`config.mk`:
```
export PLATFORM = sky130hd
export DESIGN_NAME = cfo_config_regs
export DESIGN_NICKNAME = d
export VERILOG_FILES = /design/src/rtl/cfo_pkg.sv /design/src/rtl/cfo_otp_if.sv /design/src/rtl/cfo_config_regs.sv /design/src/rtl/cfo_otp_store.sv
export VERILOG_INCLUDE_DIRS = /design/src /design/src/rtl
export SDC_FILE = /design/constraint.sdc
export NUM_CORES = 1
export LEC_CHECK = 0
export ABC_AREA = 1
export BUFFER_PORTS_ARGS = -buffer_cell sky130_fd_sc_hd__clkbuf_2
export CORE_MARGIN = 2
export CORE_UTILIZATION = 35
export DETAILED_ROUTE_END_ITERATION = 6
export GPL_ROUTABILITY_DRIVEN = 0
export PLACE_DENSITY_LB_ADDON = 0.15
export SYNTH_ARGS = -nofsm -noshare
export SYNTH_HDL_FRONTEND = slang
export SYNTH_SLANG_ARGS = --single-unit
```
`constraint.sdc`:
```
create_clock -name clk_in -period 3.1 [get_ports clk_in]
set_input_delay 0.31 -clock clk_in [delete_from_list [all_inputs] [get_ports clk_in]]
set_output_delay 0.31 -clock clk_in [all_outputs]
set_load 0.05 [all_outputs]
```
`src/rtl/cfo_defines.svh`:
```
// Offsets, field positions, reset values and timing counts of the config bank
`ifndef CFO_DEFINES_SVH
`define CFO_DEFINES_SVH

// Register addresses
`define CFO_ADDR_POS 8'h00
`define CFO_ADDR_NEG 8'h01
`define CFO_ADDR_SEQ 8'h02
`define CFO_ADDR_CMD 8'h04

// Bus slave addresses, chosen by the address select pin
`define CFO_DEV_ADDR_CA1 7'h31
`define CFO_DEV_ADDR_CA0 7'h45

// Command register fields
`define CFO_CMD_PROG 7
`define CFO_CMD_FAULT 6
`define CFO_CMD_RST 5
`define CFO_CMD_KILL 4
`define CFO_CMD_RESET 8'h00

// Sequence/ramp byte fields
`define CFO_SEQ_LOCK 6
`define CFO_SEQ_FINE 5
`define CFO_SEQ_RAMP_HI 4
`define CFO_SEQ_RAMP_LO 3
`define CFO_SEQ_DIS 2
`define CFO_SEQ_ORDER_HI 1

// Output target arithmetic, millivolts
`define CFO_POS_BASE_MV 14'hc80
`define CFO_NEG_BASE_MV 14'h4b0
`define CFO_STEP_MV 14'h032
`define CFO_FINE_MV 14'h019
`define CFO_POS_CODE_MAX 8'hbf

// Timing
`define CFO_CLK_MHZ 125
`define CFO_T_STARTUP_US 64

// Synchroniser reset: bus lines idle high
`define CFO_SYNC_RESET 8'h03

`endif

```
`src/rtl/cfo_pkg.sv`:
```
// Types shared by the config bank modules
package cfo_pkg;

   // Bus slave transaction phase
   typedef enum logic [2:0] {
      ST_IDLE   = 3'b000,
      ST_ADDR   = 3'b001,
      ST_REG    = 3'b010,
      ST_DATA   = 3'b011,
      ST_EXTRA  = 3'b100,
      ST_READ   = 3'b101,
      ST_IGNORE = 3'b110
   } cfo_state_t;

   // Power-up order codes
   typedef enum logic [1:0] {
      ORD_OFF       = 2'b00,
      ORD_NEG_FIRST = 2'b01,
      ORD_POS_FIRST = 2'b10,
      ORD_BOTH      = 2'b11
   } cfo_order_t;

endpackage

```
`src/rtl/cfo_otp_if.sv`:
```
// Link between the register bank and the one-time-programmable store
`timescale 1ns/1ps
`default_nettype none

interface cfo_otp_if;
   logic prog_start;
   logic prog_active;
   logic [2:0] sel;
   logic [2:0][7:0] vol_data;
   logic vpp_ok;
   logic [2:0][7:0] nv_data;
   logic fault_set;

   modport store (
      input prog_start, prog_active, sel, vol_data, vpp_ok,
      output nv_data, fault_set
   );
   modport bank (
      output prog_start, prog_active, sel, vol_data, vpp_ok,
      input nv_data, fault_set
   );
endinterface

`default_nettype wire

```
`src/rtl/cfo_config_regs.sv`:
```
// Converter config bank: two-wire slave, settings, command register
`timescale 1ns/1ps
`default_nettype none
`include "cfo_defines.svh"

// Summary of operation
// RQ1: Write: S, addr+W, register, data, P; all acked.
// RQ2: Read: S, addr+W, register, Sr, addr+R, byte, NACK, P.
// RQ3: Live byte from nonvolatile if select 0, volatile if 1.
// RQ4: Shutdown clears the three select bits.
// RQ5: Command is zero at power-up, shutdown, lockout.
// RQ6: Volatile bytes never reset; load before selecting.
// RQ7: Blank nonvolatile is zero; order 00 keeps outputs off.
// RQ8: Select change updates live settings at once.
// RQ9: Reads of bytes 0-2 follow their select bits.
// RQ10: Programming copies volatile to selected nonvolatile bytes.
// RQ11: Bus writes to 0-2 land in volatile bytes.
// RQ12: Kill bit stops both stages; clearing restarts soft-start.
// RQ13: Bit 5 resets bus logic and command register.
// RQ14: Bit 6 reads fault; write one or reset clears it.
// RQ15: Fault on low programming supply or locked programming.
// RQ16: Bit 7 starts programming; master clears it to finish.
// RQ17: Selects at 2:0; reserved bit 3 reads zero.
// RQ18: Byte 2: lock, fine, ramp 2^field uA, discharge, order.
// RQ19: Order 00 off, 01 negative first, 10 positive first, 11 both.
// RQ20: Discharge enable only with order 11; code passes the discharge bit through for any order.
// RQ21: Positive: 3.2 V + code*50 mV + fine*25 mV, codes 0-191.
// RQ22: Negative: -1.2 V - code*50 mV, codes 0-255.
// RQ23: Ramps start after 64 us start-up delay.
// RQ24: Bus ignored in shutdown and 64 us after.
// RQ25: Locked part refuses programming and faults; lock reads true.
// RQ26: Unmapped: writes acked and dropped, reads zero.
// RQ27: One data byte per write; later bytes not acked.

module cfo_config_regs #(
   parameter int STARTUP_CYCLES = `CFO_T_STARTUP_US * `CFO_CLK_MHZ
) (
   // Clock and reset
   input wire logic clk_in,
   input wire logic reset_n_in,
   // Pins from outside the clock domain
   input wire logic scl_in,
   input wire logic sda_in,
   input wire logic shutdown_input_n_in,
   input wire logic lockout_in,
   input wire logic address_select_pin_in,
   input wire logic vpp_ok_in,
   input wire logic pos_regulated_in,
   input wire logic neg_regulated_in,
   // Open-drain data line
   output logic sda_out,
   output logic sda_oe_n_out,
   // Live settings
   output logic [7:0] positive_level_code_out,
   output logic [7:0] negative_level_code_out,
   output logic positive_fine_step_out,
   output logic [1:0] ramp_current_field_out,
   output logic [3:0] ramp_current_ua_out,
   output logic discharge_enable_out,
   output logic [1:0] power_order_field_out,
   output logic otp_lock_out,
   output logic [13:0] positive_target_mv_out,
   output logic [13:0] negative_target_mv_out,
   // Power stage control
   output logic power_stage_kill_out,
   output logic pos_ramp_go_out,
   output logic neg_ramp_go_out,
   output logic bus_ready_out
);

   localparam logic [15:0] STARTUP_LAST = 16'(STARTUP_CYCLES - 1);

   cfo_otp_if otp ();

   logic [7:0] async_bus;
   logic [7:0] meta_ff;
   logic [7:0] sync_ff;
   logic scl_s, sda_s, shutdown_input_n_s, lockout_s, ca_s, vpp_s, pos_reg_s, neg_reg_s;
   logic scl_q_ff, sda_q_ff;
   logic scl_rise, scl_fall, start_det, stop_det;
   logic [15:0] start_cnt_ff;
   logic ready_ff;
   cfo_pkg::cfo_state_t state_ff, nxt_state;
   logic [3:0] bit_cnt_ff, nxt_bit_cnt;
   logic [7:0] shift_ff, nxt_shift;
   logic in_ack_ff, nxt_in_ack;
   logic drive_ff, nxt_drive;
   logic [7:0] reg_addr_ff, nxt_reg_addr;
   logic wr_commit;
   logic [6:0] dev_addr;
   logic cmd_wr, rst_cmd, cmd_clr;
   logic cmd_prog_ff, cmd_kill_ff, fault_ff;
   logic [2:0] sel_ff;
   logic [7:0] cmd_read, rd_data, seq_read;
   logic [7:0] vol_ff [3];
   logic [7:0] live_ff [3];
   logic [7:0] live_byte [3];
   logic nv_lock, run;
   logic pos_go_ff, neg_go_ff;
   logic [7:0] pos_code_clamp;
   logic [13:0] pos_mv_ff, neg_mv_ff;

   // Pins pass two flops first
   assign async_bus = {neg_regulated_in, pos_regulated_in, vpp_ok_in, address_select_pin_in,
                       lockout_in, shutdown_input_n_in, sda_in, scl_in};
   always_ff @(posedge clk_in) begin
      if (!reset_n_in) begin
         meta_ff <= `CFO_SYNC_RESET;
         sync_ff <= `CFO_SYNC_RESET;
      end else begin
         meta_ff <= async_bus;
         sync_ff <= meta_ff;
      end
   end

   assign {neg_reg_s, pos_reg_s, vpp_s, ca_s, lockout_s, shutdown_input_n_s, sda_s, scl_s} = sync_ff;

   // Previous line levels for edge detection
   always_ff @(posedge clk_in) begin
      if (!reset_n_in) begin
         scl_q_ff <= 1'b1;
         sda_q_ff <= 1'b1;
      end else begin
         scl_q_ff <= scl_s;
         sda_q_ff <= sda_s;
      end
   end

   // START/STOP only with clock line high
   assign scl_rise = scl_s & ~scl_q_ff;
   assign scl_fall = ~scl_s & scl_q_ff;
   assign start_det = scl_s & scl_q_ff & sda_q_ff & ~sda_s;
   assign stop_det = scl_s & scl_q_ff & ~sda_q_ff & sda_s;
   assign dev_addr = ca_s ? `CFO_DEV_ADDR_CA1 : `CFO_DEV_ADDR_CA0;

   // Start-up delay after the shutdown input rises
   // RQ24 bus held off
   always_ff @(posedge clk_in) begin
      if (!reset_n_in || !shutdown_input_n_s) begin
         start_cnt_ff <= 16'h0000;
         ready_ff <= 1'b0;
      end else if (!ready_ff) begin
         if (start_cnt_ff == STARTUP_LAST) begin
            ready_ff <= 1'b1;
         end else begin
            start_cnt_ff <= start_cnt_ff + 16'h0001;
         end
      end
   end

   // Slave: sample on SCL rise, drive on fall
   always_comb begin
      nxt_state = state_ff;
      nxt_bit_cnt = bit_cnt_ff;
      nxt_shift = shift_ff;
      nxt_in_ack = in_ack_ff;
      nxt_drive = drive_ff;
      nxt_reg_addr = reg_addr_ff;
      wr_commit = 1'b0;
      if (!ready_ff) begin
         nxt_state = cfo_pkg::ST_IDLE;
         nxt_bit_cnt = 4'h0;
         nxt_in_ack = 1'b0;
         nxt_drive = 1'b0;
      end else if (start_det) begin
         // RQ2 repeated start accepted
         nxt_state = cfo_pkg::ST_ADDR;
         nxt_bit_cnt = 4'h0;
         nxt_in_ack = 1'b0;
         nxt_drive = 1'b0;
      end else if (stop_det) begin
         nxt_state = cfo_pkg::ST_IDLE;
         nxt_bit_cnt = 4'h0;
         nxt_in_ack = 1'b0;
         nxt_drive = 1'b0;
      end else if (state_ff == cfo_pkg::ST_IDLE || state_ff == cfo_pkg::ST_IGNORE) begin
         nxt_drive = 1'b0;
      end else if (scl_rise) begin
         if (bit_cnt_ff < 4'h8) begin
            nxt_bit_cnt = bit_cnt_ff + 4'h1;
            if (state_ff != cfo_pkg::ST_READ) begin
               nxt_shift = {shift_ff[6:0], sda_s};
            end
         end
      end else if (scl_fall) begin
         if (in_ack_ff) begin
            // Ack clock over: release, act on byte
            nxt_in_ack = 1'b0;
            nxt_drive = 1'b0;
            nxt_bit_cnt = 4'h0;
            case (state_ff)
               cfo_pkg::ST_ADDR: begin
                  if (shift_ff[0]) begin
                     nxt_state = cfo_pkg::ST_READ;
                     nxt_shift = rd_data;
                     nxt_drive = ~rd_data[7];
                  end else begin
                     nxt_state = cfo_pkg::ST_REG;
                  end
               end
               cfo_pkg::ST_REG: nxt_state = cfo_pkg::ST_DATA;
               cfo_pkg::ST_DATA: begin
                  // RQ1 data byte stored
                  wr_commit = 1'b1;
                  nxt_state = cfo_pkg::ST_EXTRA;
               end
               default: nxt_state = state_ff;
            endcase
         end else if (bit_cnt_ff == 4'h8) begin
            case (state_ff)
               cfo_pkg::ST_ADDR: begin
                  if (shift_ff[7:1] == dev_addr) begin
                     nxt_in_ack = 1'b1;
                     nxt_drive = 1'b1;
                  end else begin
                     nxt_state = cfo_pkg::ST_IGNORE;
                  end
               end
               cfo_pkg::ST_REG: begin
                  // RQ1 register byte acked
                  nxt_reg_addr = shift_ff;
                  nxt_in_ack = 1'b1;
                  nxt_drive = 1'b1;
               end
               cfo_pkg::ST_DATA: begin
                  nxt_in_ack = 1'b1;
                  nxt_drive = 1'b1;
               end
               cfo_pkg::ST_EXTRA: begin
                  // RQ27 extra bytes not acked
                  nxt_in_ack = 1'b1;
                  nxt_drive = 1'b0;
               end
               default: begin
                  // RQ2 one byte per read
                  nxt_drive = 1'b0;
                  nxt_state = cfo_pkg::ST_IGNORE;
               end
            endcase
         end else if (state_ff == cfo_pkg::ST_READ) begin
            nxt_shift = {shift_ff[6:0], 1'b0};
            nxt_drive = ~shift_ff[6];
         end
      end
   end

   // Slave state; command reset bit lands here too
   // RQ13 bus logic reset
   always_ff @(posedge clk_in) begin
      if (!reset_n_in || rst_cmd) begin
         state_ff <= cfo_pkg::ST_IDLE;
         bit_cnt_ff <= 4'h0;
         shift_ff <= 8'h00;
         in_ack_ff <= 1'b0;
         drive_ff <= 1'b0;
         reg_addr_ff <= 8'h00;
      end else begin
         state_ff <= nxt_state;
         bit_cnt_ff <= nxt_bit_cnt;
         shift_ff <= nxt_shift;
         in_ack_ff <= nxt_in_ack;
         drive_ff <= nxt_drive;
         reg_addr_ff <= nxt_reg_addr;
      end
   end

   // Open drain: only ever pull low
   assign sda_out = 1'b0;
   assign sda_oe_n_out = ~drive_ff;

   // Command decode
   assign cmd_wr = wr_commit && (reg_addr_ff == `CFO_ADDR_CMD);
   assign rst_cmd = cmd_wr && shift_ff[`CFO_CMD_RST];
   // RQ5 zero in shutdown and lockout
   assign cmd_clr = ~shutdown_input_n_s | lockout_s | rst_cmd;

   // Command register; reserved bit 3 is never stored
   // RQ4 selects cleared in shutdown
   always_ff @(posedge clk_in) begin
      if (!reset_n_in || cmd_clr) begin
         cmd_prog_ff <= 1'b0;
         cmd_kill_ff <= 1'b0;
         sel_ff <= 3'h0;
      end else if (cmd_wr) begin
         cmd_prog_ff <= shift_ff[`CFO_CMD_PROG];
         cmd_kill_ff <= shift_ff[`CFO_CMD_KILL];
         sel_ff <= shift_ff[2:0];
      end
   end

   // A new fault beats a clear in the same cycle
   // RQ14 fault read and clear
   always_ff @(posedge clk_in) begin
      if (!reset_n_in) begin
         fault_ff <= 1'b0;
      end else if (otp.fault_set) begin
         fault_ff <= 1'b1;
      end else if (cmd_clr || (cmd_wr && shift_ff[`CFO_CMD_FAULT])) begin
         fault_ff <= 1'b0;
      end
   end

   // Programming handshake with the store
   // RQ16 rising program bit
   assign otp.prog_start = cmd_wr & shift_ff[`CFO_CMD_PROG] & ~cmd_prog_ff & ~rst_cmd;
   assign otp.prog_active = cmd_prog_ff;
   assign otp.sel = sel_ff;
   assign otp.vpp_ok = vpp_s;
   assign nv_lock = otp.nv_data[2][`CFO_SEQ_LOCK];

   // Per setting byte: volatile store, source select, live copy
   for (genvar g = 0; g < 3; g++) begin : g_setting
      // RQ6 never reset
      // RQ11 writes hit volatile only
      always_ff @(posedge clk_in) begin
         if (wr_commit && reg_addr_ff == 8'(g)) begin
            vol_ff[g] <= shift_ff;
         end
      end
      assign otp.vol_data[g] = vol_ff[g];
      // RQ3 source per select bit
      assign live_byte[g] = sel_ff[g] ? vol_ff[g] : otp.nv_data[g];
      // RQ8 next cycle update
      always_ff @(posedge clk_in) begin
         if (!reset_n_in) begin
            live_ff[g] <= 8'h00;
         end else begin
            live_ff[g] <= live_byte[g];
         end
      end
   end

   // Read mux; lock bit always shows the stored lock
   // RQ17 reserved bit reads zero
   assign cmd_read = {cmd_prog_ff, fault_ff, 1'b0, cmd_kill_ff, 1'b0, sel_ff};
   // RQ25 true lock readback
   assign seq_read = {live_byte[2][7], nv_lock, live_byte[2][5:0]};
   // RQ9 reads follow select
   // RQ26 unmapped reads zero
   assign rd_data = (reg_addr_ff == `CFO_ADDR_POS) ? live_byte[0] :
                    (reg_addr_ff == `CFO_ADDR_NEG) ? live_byte[1] :
                    (reg_addr_ff == `CFO_ADDR_SEQ) ? seq_read :
                    (reg_addr_ff == `CFO_ADDR_CMD) ? cmd_read : 8'h00;

   // Ramp order; second output waits for first to regulate
   // RQ23 ramps after start-up
   assign run = ready_ff & ~cmd_kill_ff & ~lockout_s;
   always_ff @(posedge clk_in) begin
      if (!reset_n_in || !run) begin
         pos_go_ff <= 1'b0;
         neg_go_ff <= 1'b0;
      end else begin
         // RQ19 order decode
         case (cfo_pkg::cfo_order_t'(live_ff[2][`CFO_SEQ_ORDER_HI:0]))
            cfo_pkg::ORD_BOTH: begin
               pos_go_ff <= 1'b1;
               neg_go_ff <= 1'b1;
            end
            cfo_pkg::ORD_NEG_FIRST: begin
               neg_go_ff <= 1'b1;
               pos_go_ff <= pos_go_ff | neg_reg_s;
            end
            cfo_pkg::ORD_POS_FIRST: begin
               pos_go_ff <= 1'b1;
               neg_go_ff <= neg_go_ff | pos_reg_s;
            end
            default: begin
               // RQ7 zero order keeps off
               pos_go_ff <= 1'b0;
               neg_go_ff <= 1'b0;
            end
         endcase
      end
   end

   // Targets; codes above range clamp to top code
   assign pos_code_clamp = (live_ff[0] > `CFO_POS_CODE_MAX) ? `CFO_POS_CODE_MAX : live_ff[0];
   always_ff @(posedge clk_in) begin
      if (!reset_n_in) begin
         pos_mv_ff <= `CFO_POS_BASE_MV;
         neg_mv_ff <= `CFO_NEG_BASE_MV;
      end else begin
         // RQ21 positive target
         pos_mv_ff <= 14'(`CFO_POS_BASE_MV + 14'(pos_code_clamp) * `CFO_STEP_MV
                          + (live_ff[2][`CFO_SEQ_FINE] ? `CFO_FINE_MV : 14'h000));
         // RQ22 negative magnitude
         neg_mv_ff <= 14'(`CFO_NEG_BASE_MV + 14'(live_ff[1]) * `CFO_STEP_MV);
      end
   end

   // Settings out; discharge passed through as set
   // RQ18 field layout
   assign positive_level_code_out = live_ff[0];
   assign negative_level_code_out = live_ff[1];
   assign positive_fine_step_out = live_ff[2][`CFO_SEQ_FINE];
   assign ramp_current_field_out = live_ff[2][`CFO_SEQ_RAMP_HI:`CFO_SEQ_RAMP_LO];
   assign ramp_current_ua_out = 4'h1 << live_ff[2][`CFO_SEQ_RAMP_HI:`CFO_SEQ_RAMP_LO];
   assign discharge_enable_out = live_ff[2][`CFO_SEQ_DIS];
   assign power_order_field_out = live_ff[2][`CFO_SEQ_ORDER_HI:0];
   assign otp_lock_out = nv_lock;
   assign positive_target_mv_out = pos_mv_ff;
   assign negative_target_mv_out = neg_mv_ff;

   // Kill drives the power stage kill output directly
   // RQ12 stages off immediately
   assign power_stage_kill_out = cmd_kill_ff;
   assign pos_ramp_go_out = pos_go_ff;
   assign neg_ramp_go_out = neg_go_ff;
   assign bus_ready_out = ready_ff;

   cfo_otp_store u_otp_store (
      .clk_in(clk_in),
      .reset_n_in(reset_n_in),
      .otp(otp.store)
   );

endmodule

`default_nettype wire

```
`src/rtl/cfo_otp_store.sv`:
```
// One-time-programmable shadow bytes with lock and fault detection
`timescale 1ns/1ps
`default_nettype none
`include "cfo_defines.svh"

module cfo_otp_store (
   // Clock and reset
   input wire logic clk_in,
   input wire logic reset_n_in,
   // Bank side
   cfo_otp_if.store otp
);

   // Blank parts read all zeros; contents survive reset
   logic [7:0] nv_mem [3] = '{default: 8'h00};
   logic fault_set_ff;
   logic nv_lock;
   logic prog_ok;

   assign nv_lock = nv_mem[2][`CFO_SEQ_LOCK];
   // RQ25 lock blocks programming
   assign prog_ok = otp.prog_start & ~nv_lock & otp.vpp_ok;

   // Per byte: only selected bytes take their volatile copy
   for (genvar g = 0; g < 3; g++) begin : g_byte
      // RQ10 selected bytes programmed
      always_ff @(posedge clk_in) begin
         if (prog_ok && otp.sel[g]) begin
            nv_mem[g] <= otp.vol_data[g];
         end
      end
      assign otp.nv_data[g] = nv_mem[g];
   end

   // RQ15 fault on lock or low supply
   always_ff @(posedge clk_in) begin
      if (!reset_n_in) begin
         fault_set_ff <= 1'b0;
      end else begin
         fault_set_ff <= (otp.prog_start & nv_lock) | (otp.prog_active & ~otp.vpp_ok);
      end
   end

   assign otp.fault_set = fault_set_ff;

endmodule

`default_nettype wire

```
==> flow_summary_export.csv <==
group,metric,value,unit
worst_setup_path,crit_family,"adder cells",
synthesis,yosys.area_share.simple,0.249,
sta,finalHoldViolations,0,
worst_setup_path,cp_max_fo,6,
worst_hold_path,worstHoldStart,"shutdown_input_n_in",
synthesis,async_reset_ff_frac,0,
synthesis,synthAdderAreaFrac,0.113,
routing,routed_wl,20.2,mm
sta,finalCritPeriodShare,0.956,
place,dp_hpwl,15.3,mm
clock_tree,cts.sink_count,166,
worst_hold_path,hold_class,"input port to register",
synthesis,ys.flop_type,"dfxtp_1",
sta,fin_crit,2.96,ns
worst_hold_path,whs_path_depth,3,
worst_setup_path,rrSetupSlack,0.14,ns
routing,drt_pass1_iterations,5,
global_routing,grt_max_degree,30,
global_routing,first_global_vias,6457,
pwr,p_leak,4.32,nW
floorplan,start_util,0.354,
global_routing,gr-usage-all-layers,0.160,
worst_hold_path,hold_end,"meta_ff[2]",
clock_tree,cts_buffers,17,
synthesis,synth_mux_area_frac,0.0152,
sta,drv_slew,0,
clock_tree,htreeDepth,4,
synthesis,synth_compound_area_frac,0.0800,
global_routing,antenna_found_initial,0,
floorplan,num_rows,57,
global_routing,grt_first_pass_wirelength,32.9,mm
routing,drtAntennaViolNets,0,
sta,fin_skew,0.0127,ns
floorplan,dieArea,25700,sq um
synthesis,synth_top_area_frac,0.277,
synthesis,netlist_area,8540,sq um
finish,diodes,0,
worst_setup_path,crit_type,"register to register",
place,io_buffers,68,
synthesis,synth.avg_cell_area,8.13,sq um
worst_setup_path,worst-path-buf-inv,4,
floorplan,die_w,160,um
routing,vias,6809,
run,maxCapViolations,0,
finish,area_growth_syn_to_layout,18.2,%
clock_tree,cts_hold_buf,0,
sta,tns,0,ns
floorplan,dieHeight,160,um
clock_tree,clkLatencyLatePin,0.43,ns
finish,fin_util,0.418,
worst_setup_path,max_stage_delay,0.52,ns
sta,max_slew_margin,0.559,
synthesis,yosys_register_bits,166,
routing,routedWlPerCell,13.7,um
pwr,total_power,6.03,mW
worst_setup_path,r2r-end,"positive_target_mv_out[9]",
worst_setup_path,required,3.41,ns
floorplan,core,24100,sq um
sta,whs,0.0612,ns
pwr,switching_share,0.333,
place,place_inst,1440,
clock_tree,root_buffer,"clkbuf_16",
worst_setup_path,path_common_cell,"nand2_1",
clock_tree,clock_path_buffers,2,
synthesis,yosysTopAreaCell,"dfxtp_1",
worst_setup_path,reg2reg_depth,18,
pwr,p_switching,2.01,mW
synthesis,synth_edf_count,48,
clock_tree,clkTransAtPathRegs,0.07,ns
worst_setup_path,critPathLaunchType,"register",
pwr,power_frac_comb,0.269,
global_routing,grt_overflow,0,
worst_setup_path,worstPathArrival,3.27,ns
synthesis,ys_top_cells_by_area,"dfxtp_1, edfxtp_1, nand2_1",
worst_setup_path,critPathCaptureType,"register",
pwr,power_density,598,nW/um^2
synthesis,syn_inst,1050,
synthesis,synth.distinct_cells,45,
status,status,"finished clean",
worst_setup_path,worst_path_max_delay_cell,"fa_1",
worst_setup_path,path_cells,"nand2_4 > buf_6 > nand2_1 > ha_1 > ha_2 > fa_1 > ha_4 > nand2_1 > nand2_1 > inv_1 > nand2_1 > nand2_1 > nand2_2 > nor2_4 > buf_4 > buf_4 > o21ai_1 > a21oi_1",
sta,fmax,337,MHz
finish,stdcell_count,1473,
pwr,pwr-share-seq,0.396,
sta,worst_pin_slew,0.657,ns
finish,drive_above_1_share,0.171,
worst_setup_path,reg2reg_from,"live_ff[0][6]",
pwr,vdd_drop_max,290,uV
synthesis,yosysSeqAreaShare,0.446,
synthesis,synth_xor_area_frac,0.0164,
synthesis,synth_top_family_by_area,"simple AND/OR/NAND/NOR gates",
routing,remaining_drc_errors,0,
floorplan,io_pins,71,
clock_tree,cts_tree,"built",
routing,drtIter0Drc,336,
routing,via_per_inst,4.62,
synthesis,ys_warn_count,0,
sta,finalSetupViolCount,0,
pwr,intPower,4.02,mW
pwr,p_clk_frac,0.335,
finish,nets,1220,
-- per-layer routing --
metal,GRT usage,vias up,share of wire
met1,0.214,3088,0.49
met4,0.0541,0,0.015
li1,-,3583,-
met3,0.0270,20,0.032
met5,0,-,0
met2,0.264,118,0.46
-- cells in the final DEF (no fill, tap or decap), types with 5 or more instances in the layout --
cell type / n
nand2_1: 250
inv_1: 139
dfxtp_1: 112
nor2_1: 87
a21oi_1: 78
clkbuf_2: 68
nand3_1: 62
ha_1: 57
edfxtp_1: 48
o21ai_0: 32
nand4_1: 21
buf_4: 20
clkbuf_16: 18
nand2_2: 14
mux2i_1: 13
nor3_1: 9
xor2_1: 9
ha_4: 8
nor2_2: 7
or2_2: 7
inv_2: 7
fa_1: 6
nor3_2: 5
a21oi_2: 5
xnor2_1: 5
-- flip-flops by register name (all words and copies together), names as in the netlist, 3 cells and up --
signal                  cells
live_ff                    22
start_cnt_ff               16
vol_ff                     24
bit_cnt_ff                  4
reg_addr_ff                 8
otp.sel                     3
state_ff                    3
positive_target_mv_out     14
meta_ff                     8
negative_target_mv_out     13
sync_ff                     8
shift_ff                    8
u_otp_store.nv_mem         24
-- timing repair --
| action | CTS | global route |
|---|---|---|
| setup buffers | 0 | 2 |
| gates cloned | 0 | 0 |
| setup endpoints to repair | 3 | 8 |
| gates resized for setup | 2 | 33 |
| pin swaps | 1 | 11 |
-- cell type report --
type                    count  area, sq um
clock buffers              22          505
multi-input cells         715         4230
well taps                 324          405
repair buffers             89          502
inverters                 148          558
flip-flops and latches    166         3820
fillers                  2477        14000
clock inverters             9         65.1
-- Yosys cell counts, types with 2 or more instances --
library cell  number
o21ai_1            2
nor4_1             2
inv_1            139
dfxtp_1          118
nor3_2             5
buf_6              2
nand2_2            7
a21oi_2            3
nor3_1             9
ha_1              66
o21a_1             4
o21ai_0           34
edfxtp_1          48
o21bai_1           3
nor2_2             6
nand3_1           63
mux2i_1           13
xor2_1            11
clkbuf_1           9
buf_4              5
xnor2_1            5
nand2_1          259
a21oi_1           80
nor2_4             2
buf_2              5
inv_2              7
nand4_1           21
nand3_2            2
or2_2              7
fa_1               7
nand3b_1           4
nor2_1            89
-- kinds of logic (layout without fill, tap and decap cells) --
group | count (synthesis) | after routing
and+or+nand+nor | 482 | 482
buffers and inverters | 170 | 268
DFF | 166 | 166
AOI/OAI and AO/OA | 129 | 129
adders and majority gates | 73 | 73
xor gates and xnor gates | 16 | 16
muxes | 13 | 13
other | 1 | 2
-- power groups by stage --
stage               sequential, mW  clock (mW)  combinational (mW)
global placement              2.44           0                1.45
global route                  2.40        2.18                1.79
finish                        2.39        2.02                1.62
detailed placement            2.44           0                1.46
floorplan                     2.82           0               0.763
CTS                           2.39        2.08                1.49
-- worst min-delay path, cell delays in order --
cell,delay (ns)
clkbuf_2,0.07
nand2_1,0.04
inv_1,0.04
-- worst max path at each step --
stage	slack (ns)	cells past startpoint	endpoint	start
2_1_floorplan	0.008	18	positive_target_mv_out[13]	live_ff[0][6]
3_3_place_gp	0.02	20	positive_target_mv_out[13]	live_ff[0][6]
3_5_place_dp	-0.04	18	positive_target_mv_out[13]	live_ff[0][6]
4_1_cts	0.02	18	positive_target_mv_out[13]	live_ff[0][6]
5_1_grt	-0.01	20	positive_target_mv_out[13]	live_ff[0][6]
6_report	0.14	18	positive_target_mv_out[9]	live_ff[0][6]
-- per-stage QoR --
step	worst slack [ns]	cell area [sq um]
6_report	0.137	10100
4_1_cts	0.0174	9910
3_5_place_dp	-0.0427	9320
2_1_floorplan	0.00808	8550
3_3_place_gp	0.0154	9320
5_1_grt	-0.0106	10100
Note: power is estimated with default switching activity, not from simulation.
